<file path="src/hw/acot_consts.svh">
/*
  Offsets, field positions, reset values and bus timing for the amplifier
  control and offset trim block.
  Assumes inclusion by bare name from the package and design modules.
*/
`ifndef ACOT_CONSTS_SVH
`define ACOT_CONSTS_SVH

// ----------------------------------------------------------------
// Register offsets (byte addresses, one aligned word each)
// ----------------------------------------------------------------
`define ACOT_OFS_CONTROL      4'h0
`define ACOT_OFS_TRIM         4'h4

// ----------------------------------------------------------------
// Control register fields
// ----------------------------------------------------------------
`define ACOT_CTL_PWR_BIT      7
`define ACOT_CTL_EN_BIT       6
`define ACOT_CTL_OUT_BIT      5
`define ACOT_CTL_BW_HI        1
`define ACOT_CTL_BW_LO        0
`define ACOT_CTL_RESET        8'h00

// ----------------------------------------------------------------
// Trim register fields
// ----------------------------------------------------------------
`define ACOT_TRIM_MODE_BIT    7
`define ACOT_TRIM_REF_BIT     6
`define ACOT_TRIM_CODE_HI     5
`define ACOT_TRIM_CODE_LO     0
`define ACOT_TRIM_RESET       8'h20

// ----------------------------------------------------------------
// Bus timing: wait states inserted before each answer
// ----------------------------------------------------------------
`define ACOT_WAIT_CYCLES      2'h1

`endif

</file>
<file path="src/hw/acot_pkg.sv">
/*
  Types for the amplifier control and offset trim block.
  Assumes acot_consts.svh on the include path.
*/
`include "acot_consts.svh"

package acot_pkg;

  // Bandwidth codes of the amplifier
  typedef enum logic [1:0]
  {
    ACOT_BW_5KHZ   = 2'h0,
    ACOT_BW_40KHZ  = 2'h1,
    ACOT_BW_600KHZ = 2'h2,
    ACOT_BW_2MHZ   = 2'h3
  } acot_bw_t;

  // Settings driven to the analog amplifier
  typedef struct packed
  {
    logic       power_switch_two_select;
    logic       amp_enable;
    acot_bw_t   amp_bandwidth_select;
    logic       calibration_mode_select;
    logic       calibration_reference_select;
    logic [5:0] offset_trim_code;
  } acot_analog_t;

  // Bus handshake states
  typedef enum
  {
    ACOT_ST_IDLE,
    ACOT_ST_WAIT,
    ACOT_ST_DONE
  } acot_state_t;

endpackage

</file>
<file path="src/hw/acot_top.sv">
/*
  Amplifier control and offset trim block: control register (supply
  rail, enable, bandwidth, output status) and offset trim register
  (mode, reference input, 6-bit trim code), reached over Avalon-MM.
  Assumes a synchronous active-low reset, a 20 MHz clock, an
  asynchronous comparator-style amplifier output, and software that
  runs the trim sweeps itself.
*/
// The address map and register access over Avalon-MM are this design's own decisions.
// Behaviour
// [RULE1] Control bit 7 picks supply rail
// [RULE2] Control bit 6 enables the amplifier
// [RULE3] Bit 5 reads output level, calibration only
// [RULE4] Bits 4 to 2 ignore writes, read zero
// [RULE5] Low two bits select amplifier bandwidth
// [RULE6] Software pairs bandwidth with converter clock
// [RULE7] Trim bit 7 selects calibration mode
// [RULE8] Trim bit 6 selects calibration reference pin
// [RULE9] Low six trim bits hold trim code
// [RULE10] Software enables amplifier before calibration mode
// [RULE11] Software sweeps trim code upward from zero
// [RULE12] Software sweeps trim code downward from ones
// [RULE13] Software stores bounds midpoint, truncated
// [RULE14] Amplifier output passes two-flop synchroniser
`timescale 1ns/1ps
`include "acot_consts.svh"

module acot_top
  import acot_pkg::*;
(
  input  wire logic        i_core_clk,
  input  wire logic        i_reset_n,
  input  wire logic [3:0]  i_avs_address,
  input  wire logic        i_avs_read,
  input  wire logic        i_avs_write,
  input  wire logic [31:0] i_avs_writedata,
  input  wire logic [3:0]  i_avs_byteenable,
  output logic [31:0]      o_avs_readdata,
  output logic             o_avs_waitrequest,
  output logic [1:0]       o_avs_response,
  input  wire logic        i_amp_output_level,
  output acot_analog_t     o_analog
);

  // ----------------------------------------------------------------
  // Storage
  // ----------------------------------------------------------------
  logic       pwr_sel_r;
  logic       amp_en_r;
  acot_bw_t   bw_r;
  logic       cal_mode_r;
  logic       cal_ref_r;
  logic [5:0] trim_code_r;
  logic       out_sync;
  logic       out_status;
  logic       accept;
  logic       hit_ctl;
  logic       hit_trim;
  logic       wr_low;
  logic [7:0] ctl_view;
  logic [7:0] trim_view;
  logic [31:0] rdata_nxt;

  // ----------------------------------------------------------------
  // Amplifier output capture
  // ----------------------------------------------------------------
  // Raw comparator level toggles freely, so sample it twice first
  acot_sync2 u_sync
  (
    .i_core_clk (i_core_clk),
    .i_reset_n  (i_reset_n),
    .i_async    (i_amp_output_level),
    .o_sync     (out_sync)
  ); // RULE14

  // Status reads zero outside calibration so normal mode sees no noise
  assign out_status = cal_mode_r & out_sync; // RULE3

  // ----------------------------------------------------------------
  // Bus decode
  // ----------------------------------------------------------------
  acot_waitgen u_wait
  (
    .i_core_clk (i_core_clk),
    .i_reset_n  (i_reset_n),
    .i_req      (i_avs_read | i_avs_write),
    .o_accept   (accept)
  );

  assign hit_ctl  = (i_avs_address == `ACOT_OFS_CONTROL);
  assign hit_trim = (i_avs_address == `ACOT_OFS_TRIM);
  // Registers are 8 bits wide, so only byte lane 0 writes them
  assign wr_low   = accept & i_avs_write & i_avs_byteenable[0];

  // Read views; bits 4..2 of control are constant zero
  assign ctl_view  = {pwr_sel_r, amp_en_r, out_status, 3'h0, bw_r}; // RULE4
  assign trim_view = {cal_mode_r, cal_ref_r, trim_code_r}; // RULE9

  always_comb
  begin
    rdata_nxt = 32'h0000_0000;
    if (hit_ctl)
      rdata_nxt = {24'h00_0000, ctl_view};
    else if (hit_trim)
      rdata_nxt = {24'h00_0000, trim_view};
  end

  // ----------------------------------------------------------------
  // Control register
  // ----------------------------------------------------------------
  // Bits 5..2 are never stored; the read-only status cannot be written
  always_ff @(posedge i_core_clk)
  begin
    if (!i_reset_n)
    begin
      pwr_sel_r <= 1'b0;
      amp_en_r  <= 1'b0;
      bw_r      <= ACOT_BW_5KHZ;
    end
    else if (wr_low && hit_ctl)
    begin
      pwr_sel_r <= i_avs_writedata[`ACOT_CTL_PWR_BIT]; // RULE1
      amp_en_r  <= i_avs_writedata[`ACOT_CTL_EN_BIT]; // RULE2
      bw_r      <= acot_bw_t'(i_avs_writedata[`ACOT_CTL_BW_HI:`ACOT_CTL_BW_LO]); // RULE5
    end
  end

  // ----------------------------------------------------------------
  // Offset trim register
  // ----------------------------------------------------------------
  // Software owns the sweep; hardware only applies the code it writes
  always_ff @(posedge i_core_clk)
  begin
    if (!i_reset_n)
    begin
      cal_mode_r  <= 1'(`ACOT_TRIM_RESET >> `ACOT_TRIM_MODE_BIT);
      cal_ref_r   <= 1'(`ACOT_TRIM_RESET >> `ACOT_TRIM_REF_BIT);
      trim_code_r <= 6'(`ACOT_TRIM_RESET);
    end
    else if (wr_low && hit_trim)
    begin
      cal_mode_r  <= i_avs_writedata[`ACOT_TRIM_MODE_BIT]; // RULE7
      cal_ref_r   <= i_avs_writedata[`ACOT_TRIM_REF_BIT]; // RULE8
      trim_code_r <= i_avs_writedata[`ACOT_TRIM_CODE_HI:`ACOT_TRIM_CODE_LO]; // RULE9
    end
  end

  // ----------------------------------------------------------------
  // Bus answer
  // ----------------------------------------------------------------
  // Read data registered with the accept so it stands when waitrequest drops
  always_ff @(posedge i_core_clk)
  begin
    if (!i_reset_n)
    begin
      o_avs_readdata    <= 32'h0000_0000;
      o_avs_waitrequest <= 1'b1;
      o_avs_response    <= 2'h0;
    end
    else
    begin
      o_avs_waitrequest <= ~accept;
      if (accept)
      begin
        o_avs_readdata <= i_avs_read ? rdata_nxt : 32'h0000_0000;
        // Unmapped offsets answer with a decode error
        o_avs_response <= (hit_ctl | hit_trim) ? 2'h0 : 2'h3;
      end
    end
  end

  // ----------------------------------------------------------------
  // Analog drive
  // ----------------------------------------------------------------
  always_ff @(posedge i_core_clk)
  begin
    if (!i_reset_n)
      o_analog <= '0;
    else
    begin
      o_analog.power_switch_two_select      <= pwr_sel_r; // RULE1
      o_analog.amp_enable                   <= amp_en_r; // RULE2
      o_analog.amp_bandwidth_select         <= bw_r; // RULE5
      o_analog.calibration_mode_select      <= cal_mode_r; // RULE7
      o_analog.calibration_reference_select <= cal_ref_r; // RULE8
      o_analog.offset_trim_code             <= trim_code_r; // RULE9
    end
  end

  // ----------------------------------------------------------------
  // Checks
  // ----------------------------------------------------------------
  AST_PWR_DRIVE: assert property (@(posedge i_core_clk) disable iff (!i_reset_n)
    wr_low && hit_ctl |-> ##2 o_analog.power_switch_two_select == $past(i_avs_writedata[7], 2))
    else $error("Supply select not driven from write"); // RULE1

  AST_EN_DRIVE: assert property (@(posedge i_core_clk) disable iff (!i_reset_n)
    wr_low && hit_ctl |-> ##2 o_analog.amp_enable == $past(i_avs_writedata[6], 2))
    else $error("Enable not driven from write"); // RULE2

  AST_STATUS_ZERO: assert property (@(posedge i_core_clk) disable iff (!i_reset_n)
    !cal_mode_r |-> ctl_view[5] == 1'b0)
    else $error("Status bit set outside calibration"); // RULE3

  AST_STATUS_CAL: assert property (@(posedge i_core_clk) disable iff (!i_reset_n)
    cal_mode_r && $stable(cal_mode_r) |-> ctl_view[5] == $past(u_sync.meta_r))
    else $error("Status does not follow synchronised output"); // RULE3

  AST_UNIMPL_ZERO: assert property (@(posedge i_core_clk) disable iff (!i_reset_n)
    accept && i_avs_read && hit_ctl |=> o_avs_readdata[4:2] == 3'h0)
    else $error("Unimplemented bits read nonzero"); // RULE4

  AST_BW_DRIVE: assert property (@(posedge i_core_clk) disable iff (!i_reset_n)
    wr_low && hit_ctl |-> ##2 o_analog.amp_bandwidth_select == $past(i_avs_writedata[1:0], 2))
    else $error("Bandwidth not driven from write"); // RULE5

  AST_MODE_DRIVE: assert property (@(posedge i_core_clk) disable iff (!i_reset_n)
    wr_low && hit_trim |-> ##2 o_analog.calibration_mode_select == $past(i_avs_writedata[7], 2))
    else $error("Mode not driven from write"); // RULE7

  AST_REF_DRIVE: assert property (@(posedge i_core_clk) disable iff (!i_reset_n)
    wr_low && hit_trim |-> ##2 o_analog.calibration_reference_select == $past(i_avs_writedata[6], 2))
    else $error("Reference not driven from write"); // RULE8

  AST_TRIM_READBACK: assert property (@(posedge i_core_clk) disable iff (!i_reset_n)
    accept && i_avs_read && hit_trim |=> o_avs_readdata[5:0] == $past(trim_code_r))
    else $error("Trim code readback mismatch"); // RULE9

  AST_SYNC_DELAY: assert property (@(posedge i_core_clk) disable iff (!i_reset_n)
    $rose(i_amp_output_level) ##1 i_amp_output_level |=> out_sync)
    else $error("Synchroniser latency wrong"); // RULE14

endmodule

</file>
<file path="src/hw/acot_sync2.sv">
/*
  Two-flop level synchroniser.
  Assumes an asynchronous level input and one system clock.
*/
`timescale 1ns/1ps

module acot_sync2
  import acot_pkg::*;
(
  input  wire logic i_core_clk,
  input  wire logic i_reset_n,
  input  wire logic i_async,
  output logic      o_sync
);

  logic meta_r;

  // ----------------------------------------------------------------
  // Two stages; the first is read by the second only
  // ----------------------------------------------------------------
  always_ff @(posedge i_core_clk)
  begin
    if (!i_reset_n)
    begin
      meta_r <= 1'b0;
      o_sync <= 1'b0;
    end
    else
    begin
      meta_r <= i_async;
      o_sync <= meta_r;
    end
  end

endmodule

</file>
<file path="src/hw/acot_waitgen.sv">
/*
  Wait-state sequencer for the Avalon-MM slave: holds waitrequest high
  for a fixed number of cycles, then lets one access complete.
  Assumes a master that holds its request until waitrequest is low.
*/
`timescale 1ns/1ps
`include "acot_consts.svh"

module acot_waitgen
  import acot_pkg::*;
(
  input  wire logic i_core_clk,
  input  wire logic i_reset_n,
  input  wire logic i_req,
  output logic      o_accept
);

  acot_state_t state_r;
  logic [1:0]  cnt_r;

  // ----------------------------------------------------------------
  // Request sequencing; DONE gives one idle cycle so the master can drop
  // ----------------------------------------------------------------
  always_ff @(posedge i_core_clk)
  begin
    if (!i_reset_n)
    begin
      state_r <= ACOT_ST_IDLE;
      cnt_r   <= 2'h0;
    end
    else
    begin
      case (state_r)
        ACOT_ST_IDLE:
        begin
          cnt_r <= 2'h0;
          if (i_req)
            state_r <= ACOT_ST_WAIT;
        end
        ACOT_ST_WAIT:
        begin
          if (cnt_r == `ACOT_WAIT_CYCLES)
            state_r <= ACOT_ST_DONE;
          else
            cnt_r <= cnt_r + 2'h1;
        end
        ACOT_ST_DONE:
          state_r <= ACOT_ST_IDLE;
        default:
          state_r <= ACOT_ST_IDLE;
      endcase
    end
  end

  // Accept is the cycle before the one in which the slave holds waitrequest low
  assign o_accept = (state_r == ACOT_ST_WAIT) && (cnt_r == `ACOT_WAIT_CYCLES);

endmodule

</file>
<file path="config.mk">
export PLATFORM = sky130hd
export DESIGN_NAME = acot_top
export DESIGN_NICKNAME = d
export VERILOG_FILES = /design/src/hw/acot_pkg.sv /design/src/hw/acot_top.sv /design/src/hw/acot_sync2.sv /design/src/hw/acot_waitgen.sv
export VERILOG_INCLUDE_DIRS = /design/src /design/src/hw
export SDC_FILE = /design/constraint.sdc
export NUM_CORES = 1
export LEC_CHECK = 0
export BUFFER_PORTS_ARGS = -buffer_cell sky130_fd_sc_hd__buf_4
export CAP_MARGIN = 5
export CORE_ASPECT_RATIO = 2
export CORE_UTILIZATION = 47
export DETAILED_ROUTE_END_ITERATION = 10
export PLACE_DENSITY = 0.84
export SYNTH_ARGS = -nofsm -noshare
export SYNTH_HDL_FRONTEND = slang
export SYNTH_SLANG_ARGS = --single-unit
</file>
<file path="constraint.sdc">
create_clock -name i_core_clk -period 2.6 [get_ports i_core_clk]
set_clock_uncertainty 0.1 [all_clocks]
set_input_delay 0 -clock i_core_clk [delete_from_list [all_inputs] [get_ports i_core_clk]]
set_output_delay 0 -clock i_core_clk [all_outputs]
set_load 0.05 [all_outputs]
</file>
==> flow_metrics.py, run 1 <==
metrics = {
    "run_status": {
        "status": "finished clean",
    },
    "setup_path": {
        "critical_path_class": "in2reg",
        "cp-end-kind": "flip-flop",
        "critPathLaunchType": "input pin",
        "worst-path-max-fanout": 4,
        "reg2reg_depth": 5,
        "reg2reg_to": "trim_code_r[2]",
        "cp.arrival_ns": 1.97,
        "timing.rr.start": "u_wait.cnt_r[0]",
        "cp.required_ns": 2.71,
        "reg2reg_slack_ns": 0.84,
    },
    "global_route": {
        "grt_use_total_pct": 17.9,
        "grt_pass1_wl_microns": 4930,
        "grt_start_max_net_pins": 37,
        "grt_pass1_vias": 1153,
        "grt-ovfl-total": 0,
        "antenna_found_initial": 0,
    },
    "clocking": {
        "cts_resized": 0,
        "clock_latency_ns": 0.29,
        "path_clk_slew_ns": 0.07,
        "htree_levels": 2,
        "postCtsSetupBuffers": 0,
        "tritoncts": "built",
        "cts-root-buf": "clkbuf_8",
        "cts.sinks": 40,
        "cts_hold_buf": 16,
        "cts_made_buffers": 5,
        "clockBufferDepth": 2,
    },
    "finish": {
        "antenna-diode-count": 0,
        "nets": 272,
        "drive_above_1_share_pct": 25.6,
        "post-route-util_pct": 63.2,
        "nFillCells": 275,
        "seq_area_sq_um": 801,
        "multi_input_area_sq_um": 684,
        "syn2layout_area_growth_pct": 27.5,
    },
    "floorplan": {
        "rows": 30,
        "fp.dieW_microns": 44.2,
        "die_area_sq_um": 3820,
        "core_sq_um": 3380,
        "initial_utilization_pct": 49.6,
        "dieHeight_microns": 86.4,
        "io_pins": 92,
    },
    "placement": {
        "place_ws_ns": 0.832,
        "numPortBuffers": 40,
        "dp_hpwl_microns": 2080,
        "gp_routability_congestion": 0.744,
    },
    "timing": {
        "setup_ws_ns": 0.743,
        "finalHoldViolations": 0,
        "fin_crit_ns": 1.86,
        "post-route-period-util_pct": 71.4,
        "setup_viol": 0,
        "max_freq_mhz": 539,
        "final_max_slew_viol_count": 0,
        "rsz0062_at_grt": "false",
        "tns_ns": 0,
    },
    "power": {
        "p_leak_nw": 1.05,
        "power_mw": 1.21,
        "p_per_area_nw_per_um2": 568,
        "ir_drop_mv": 0.385,
    },
    "synthesis": {
        "yosys.area.top_type": "dfxtp_1",
        "avgSynthCellArea_sq_um": 9.74,
        "synth_async_sr_flop_share_pct": 0,
        "yosys_warnings": 0,
        "synth_enable_flop_cells": 0,
        "syn_area_sq_um": 1680,
        "ys_ff_latch": 40,
        "yosys-top-cells-area": "dfxtp_1 48%, buf_4 12%, mux2i_1 7.2%",
        "seq_area_frac_synth_pct": 47.8,
        "synth_ff_type": "dfxtp_1",
        "yosysTopAreaCellShare_pct": 47.8,
        "ys_types": 30,
        "synth_cells": 172,
    },
    "detailed_routing": {
        "vias": 1257,
        "drc_errors": 0,
        "drt_first_pass_iters": 6,
        "wl_per_cell_microns": 11.7,
        "ant_nets": 0,
        "viasPerCell": 4.85,
        "wl_microns": 3020,
        "drt_iter0_drc": 36,
    },
    "min_path": {
        "holdPathEnd": "u_wait.cnt_r[0]",
        "holdCritStartpoint": "i_reset_n",
        "min_path_cells": 2,
        "hold_class": "in2reg",
    },
    "run": {
        "cap_violations": 0,
    },
}
layer usage:
layer / GRT usage [%] / part of all wire (%) / wire [microns] / vias up
li1: - / - / - / 618
met1: 17.9 / 37 / 1120 / 587
met5: 0 / 0 / 0 / -
met2: 30.6 / 55 / 1650 / 45
met3: 4.79 / 4.9 / 148 / 7
met4: 12.4 / 3.2 / 98 / 0
worst max-delay path: stages:
cell and delay (ns):
dlygate4sd3_1 0.54, buf_4 0.14, nor4b_2 0.31, dlygate4sd3_1 0.69, nand3_1 0.09, a21boi_0 0.18
through the flow:
stage	hold WS, ns	instance area (sq um)	instances
after global placement	0.115	1890	235
after floorplan	0.0273	1760	195
after global routing	0.0149	2140	259
after CTS	0.00134	2140	259
after detailed placement	0.121	1890	235
final	0.00684	2140	259
logic make-up after synthesis:
logic type                 synth area share, %
AOI/OAI and AO/OA                         6.65
buffers and inverters                     16.5
and+or+nand+nor                           18.2
DFF                                       47.8
adders and majority gates                0.747
other                                    0.224
muxes                                     9.86
flip-flops by register name (all words and copies together) (netlist names):
name,cells
u_wait.cnt_r,2
u_wait.state_r,2
bw_r,2
o_avs_response,1
cal_ref_r,1
u_sync.meta_r,1
cal_mode_r,1
trim_code_r,6
amp_en_r,1
u_sync.o_sync,1
o_analog,12
o_avs_readdata,8
pwr_sel_r,1
o_avs_waitrequest,1
layout make-up:
type | instances | area share (%)
Tap cell | 32 | 1.87
Multi-Input combinational cell | 108 | 32.0
Inverter | 14 | 2.46
Sequential cell | 40 | 37.5
Clock buffer | 8 | 4.22
Timing Repair Buffer | 57 | 21.9
how the worst max path moves through the flow:
stage	start	to	slack (ns)	cells after the start
3_5_place_dp	u_wait.cnt_r[0]	trim_code_r[2]	0.83	5
6_report	i_avs_address[3]	o_avs_readdata[6]	0.74	6
3_3_place_gp	u_wait.cnt_r[0]	pwr_sel_r	0.87	4
5_1_grt	i_avs_address[3]	o_avs_readdata[6]	0.66	6
2_1_floorplan	u_wait.cnt_r[1]	o_avs_readdata[5]	1.06	6
4_1_cts	i_avs_address[3]	o_avs_readdata[0]	0.75	6
cells in the final DEF (no fill, tap or decap), types with 5 or more instances in the layout:
master,count
dlygate4sd3_1,16
dfxtp_1,40
nand2_1,27
mux2i_1,12
a21boi_0,5
buf_4,41
nand3_1,8
conb_1,24
clkbuf_8,6
inv_1,14
report_power, final:
| group | internal [mW] | switching, mW | leakage [nW] |
|---|---|---|---|
| sequential | 0.620 | 0.00579 | 0.324 |
| combinational | 0.0523 | 0.124 | 0.680 |
| clock | 0.216 | 0.195 | 0.0455 |
| total | 0.888 | 0.324 | 1.05 |
synthesized netlist by cell type (all sizes together), types with 2 or more instances:
master	count
a21boi	5
and2	5
buf	28
clkbuf	5
dfxtp	40
inv	14
mux2	4
mux2i	12
nand2	27
nand3	8
nor2b	3
nor3	2
nor4b	4
o21ai	2
o31ai	3
(Power assumes the default switching activity.)
==> run 2, diff against run 1 <==
--- a/config.mk
+++ b/config.mk
@@ -9,9 +9,9 @@
 export BUFFER_PORTS_ARGS = -buffer_cell sky130_fd_sc_hd__buf_4
 export CAP_MARGIN = 5
 export CORE_ASPECT_RATIO = 2
-export CORE_UTILIZATION = 47
+export CORE_UTILIZATION = 39
 export DETAILED_ROUTE_END_ITERATION = 10
-export PLACE_DENSITY = 0.84
+export PLACE_DENSITY = 0.74
 export SYNTH_ARGS = -nofsm -noshare
 export SYNTH_HDL_FRONTEND = slang
 export SYNTH_SLANG_ARGS = --single-unit
==> constraint.sdc (replaced) <==
create_clock -name i_core_clk -period 1.7 [get_ports i_core_clk]
set_clock_uncertainty 0.1 [all_clocks]
set_input_delay 0 -clock i_core_clk [delete_from_list [all_inputs] [get_ports i_core_clk]]
set_output_delay 0 -clock i_core_clk [all_outputs]
set_load 0.05 [all_outputs]
==> run 2 against run 1 <==
Effect of this change:
- cell count rose by 9.7%
- first-iteration DRC count fell by 64%
- sequential share of layout area fell by 1.6 points
- clock power rose by 62%
- core utilization fell by 8.6 points
- hold slack improved by 0.0051 ns
- largest cell class unchanged
==> flow_metrics.py, run 2 (synthesized netlist as in run 1, its figures left out) <==
metrics = {
    "run_status": {
        "status": "finished clean",
    },
    "finish": {
        "post-route-util_pct": 54.6,
        "syn2layout_area_growth_pct": 33.3,
        "top_register": "o_analog",
        "mostFrequentLayoutCell": "buf_4",
        "drive_above_1_share_pct": 29.7,
        "largest_reg_flops": 12,
        "mostFrequentLayoutCells": "48 x buf_4, 39 x dfxtp_1, 27 x nand2_1, 24 x conb_1",
        "fin_cells": 284,
        "antenna-diode-count": 0,
        "nets": 278,
        "top_regs": "o_analog x12, o_avs_readdata x8, trim_code_r x6",
    },
    "setup_path": {
        "cpLargestDelayFamily": "simple AND/OR/NAND/NOR gates",
        "critPathLaunchType": "flip-flop",
        "critPathMaxStageDelay_ns": 0.34,
        "critical_path_class": "reg2reg",
        "cp.arrival_ns": 1.71,
        "critPathSlowestCell": "nor4b_4",
        "path_cells": "inv_1, ha_4, nand3b_4, nor4b_4, buf_6, mux2i_1",
        "cp-end-kind": "flip-flop",
        "cp.required_ns": 1.82,
        "worst-path-buf-inv": 2,
        "worst-path-max-fanout": 7,
    },
    "run": {
        "cap_violations": 0,
    },
    "floorplan": {
        "io_pins": 92,
        "rows": 33,
        "fp.dieW_microns": 48.3,
        "core_sq_um": 4090,
        "initial_utilization_pct": 41.0,
        "dieHeight_microns": 94.7,
        "die_area_sq_um": 4580,
    },
    "detailed_routing": {
        "viasPerCell": 4.42,
        "drt_iter0_drc": 13,
        "vias": 1254,
        "drt_first_pass_iters": 3,
        "drc_errors": 0,
        "wl_per_cell_microns": 11.3,
        "ant_nets": 0,
        "wl_microns": 3220,
    },
    "power": {
        "seq_power_share_pct": 50.3,
        "clockPowerShare_pct": 34.9,
        "internal_power_mw": 1.40,
        "p_leak_nw": 1.09,
        "swShare_pct": 26.6,
        "ir_drop_mv": 0.535,
        "pwr-share-comb_pct": 14.8,
        "power.switching_mw": 0.507,
        "p_per_area_nw_per_um2": 854,
        "power_mw": 1.91,
    },
    "timing": {
        "max_freq_mhz": 627,
        "finalHoldViolations": 0,
        "relSlewSlack_pct": 64.0,
        "final_max_slew_viol_count": 0,
        "post-route-period-util_pct": 93.8,
        "tightestPinTransition_ns": 0.538,
        "setup_viol": 0,
        "tns_ns": 0,
        "fin_crit_ns": 1.60,
        "whs_ns": 0.0120,
    },
    "placement": {
        "placed_cells": 260,
        "gp_routability_congestion": 0.725,
        "dp_hpwl_microns": 2270,
        "numPortBuffers": 40,
    },
    "clocking": {
        "clock_latency_ns": 0.28,
        "cts_made_buffers": 5,
        "htree_levels": 2,
        "cts-root-buf": "clkbuf_8",
        "tritoncts": "built",
        "clockBufferDepth": 2,
        "path_clk_slew_ns": 0.07,
        "cts.sinks": 40,
    },
    "global_route": {
        "grt_pass1_vias": 1196,
        "grt_pass1_wl_microns": 5290,
        "grt_use_total_pct": 15.1,
        "grt_start_max_net_pins": 37,
        "antenna_found_initial": 0,
        "grt-ovfl-total": 0,
    },
    "min_path": {
        "hold_class": "in2reg",
    },
}
[run 2: cell count changes in the layout (fill, tap and decap cells not counted), sizes merged]
cell,delta
clkbuf,-1
dlygate4sd3,-2
buf,+8
[run 2: worst paths after layout]
kind | slack (ns) | from | to | cells past startpoint
min | 0.01 | i_reset_n | u_wait.cnt_r[0] | 2
min reg2reg | 0.34 | u_sync.meta_r | u_sync.o_sync | 1
max | 0.10 | u_wait.cnt_r[1] | trim_code_r[1] | 6
max reg2reg | 0.10 | u_wait.cnt_r[1] | trim_code_r[1] | 6
[run 2: layer usage]
layer,part of all wire [%],GRT usage [%],up-vias
li1,-,-,625
met2,55,28.4,49
met3,4.3,2.25,10
met4,4.3,12.0,0
met5,0,0,-
met1,37,14.3,570
[run 2: power by group through the flow]
stage	Sequential, mW	Combinational (mW)	Clock, mW
floorplan	0.989	0.224	0
detailed placement	0.980	0.245	0
finish	0.960	0.282	0.665
global placement	0.980	0.244	0
CTS	0.958	0.271	0.684
global route	0.961	0.299	0.723
[run 2: what timing repair did]
action / in CTS / in global routing
buffers inserted: 0 / 3
hold buffers: 14 / 0
endpoints found under the hold margin: 21 / 0
gates resized for setup: 0 / 5
endpoints found under the setup margin: 0 / 7
[run 2: final cells by class]
type / count / area (sq um)
clock buffer: 7 / 96.3
multi-input combinational: 108 / 706
tap: 52 / 65.1
sequential: 40 / 802
inverter: 14 / 52.6
timing repair buffer: 63 / 512
fill: 381 / 1850
[run 2: per-stage QoR]
stage / setup WS, ns / cell area, sq um
after floorplan: 0.163 / 1760
after global placement: 0.0914 / 1950
after detailed placement: 0.0526 / 1950
after CTS: 0.0251 / 2180
after global routing: -0.00260 / 2230
final: 0.105 / 2230
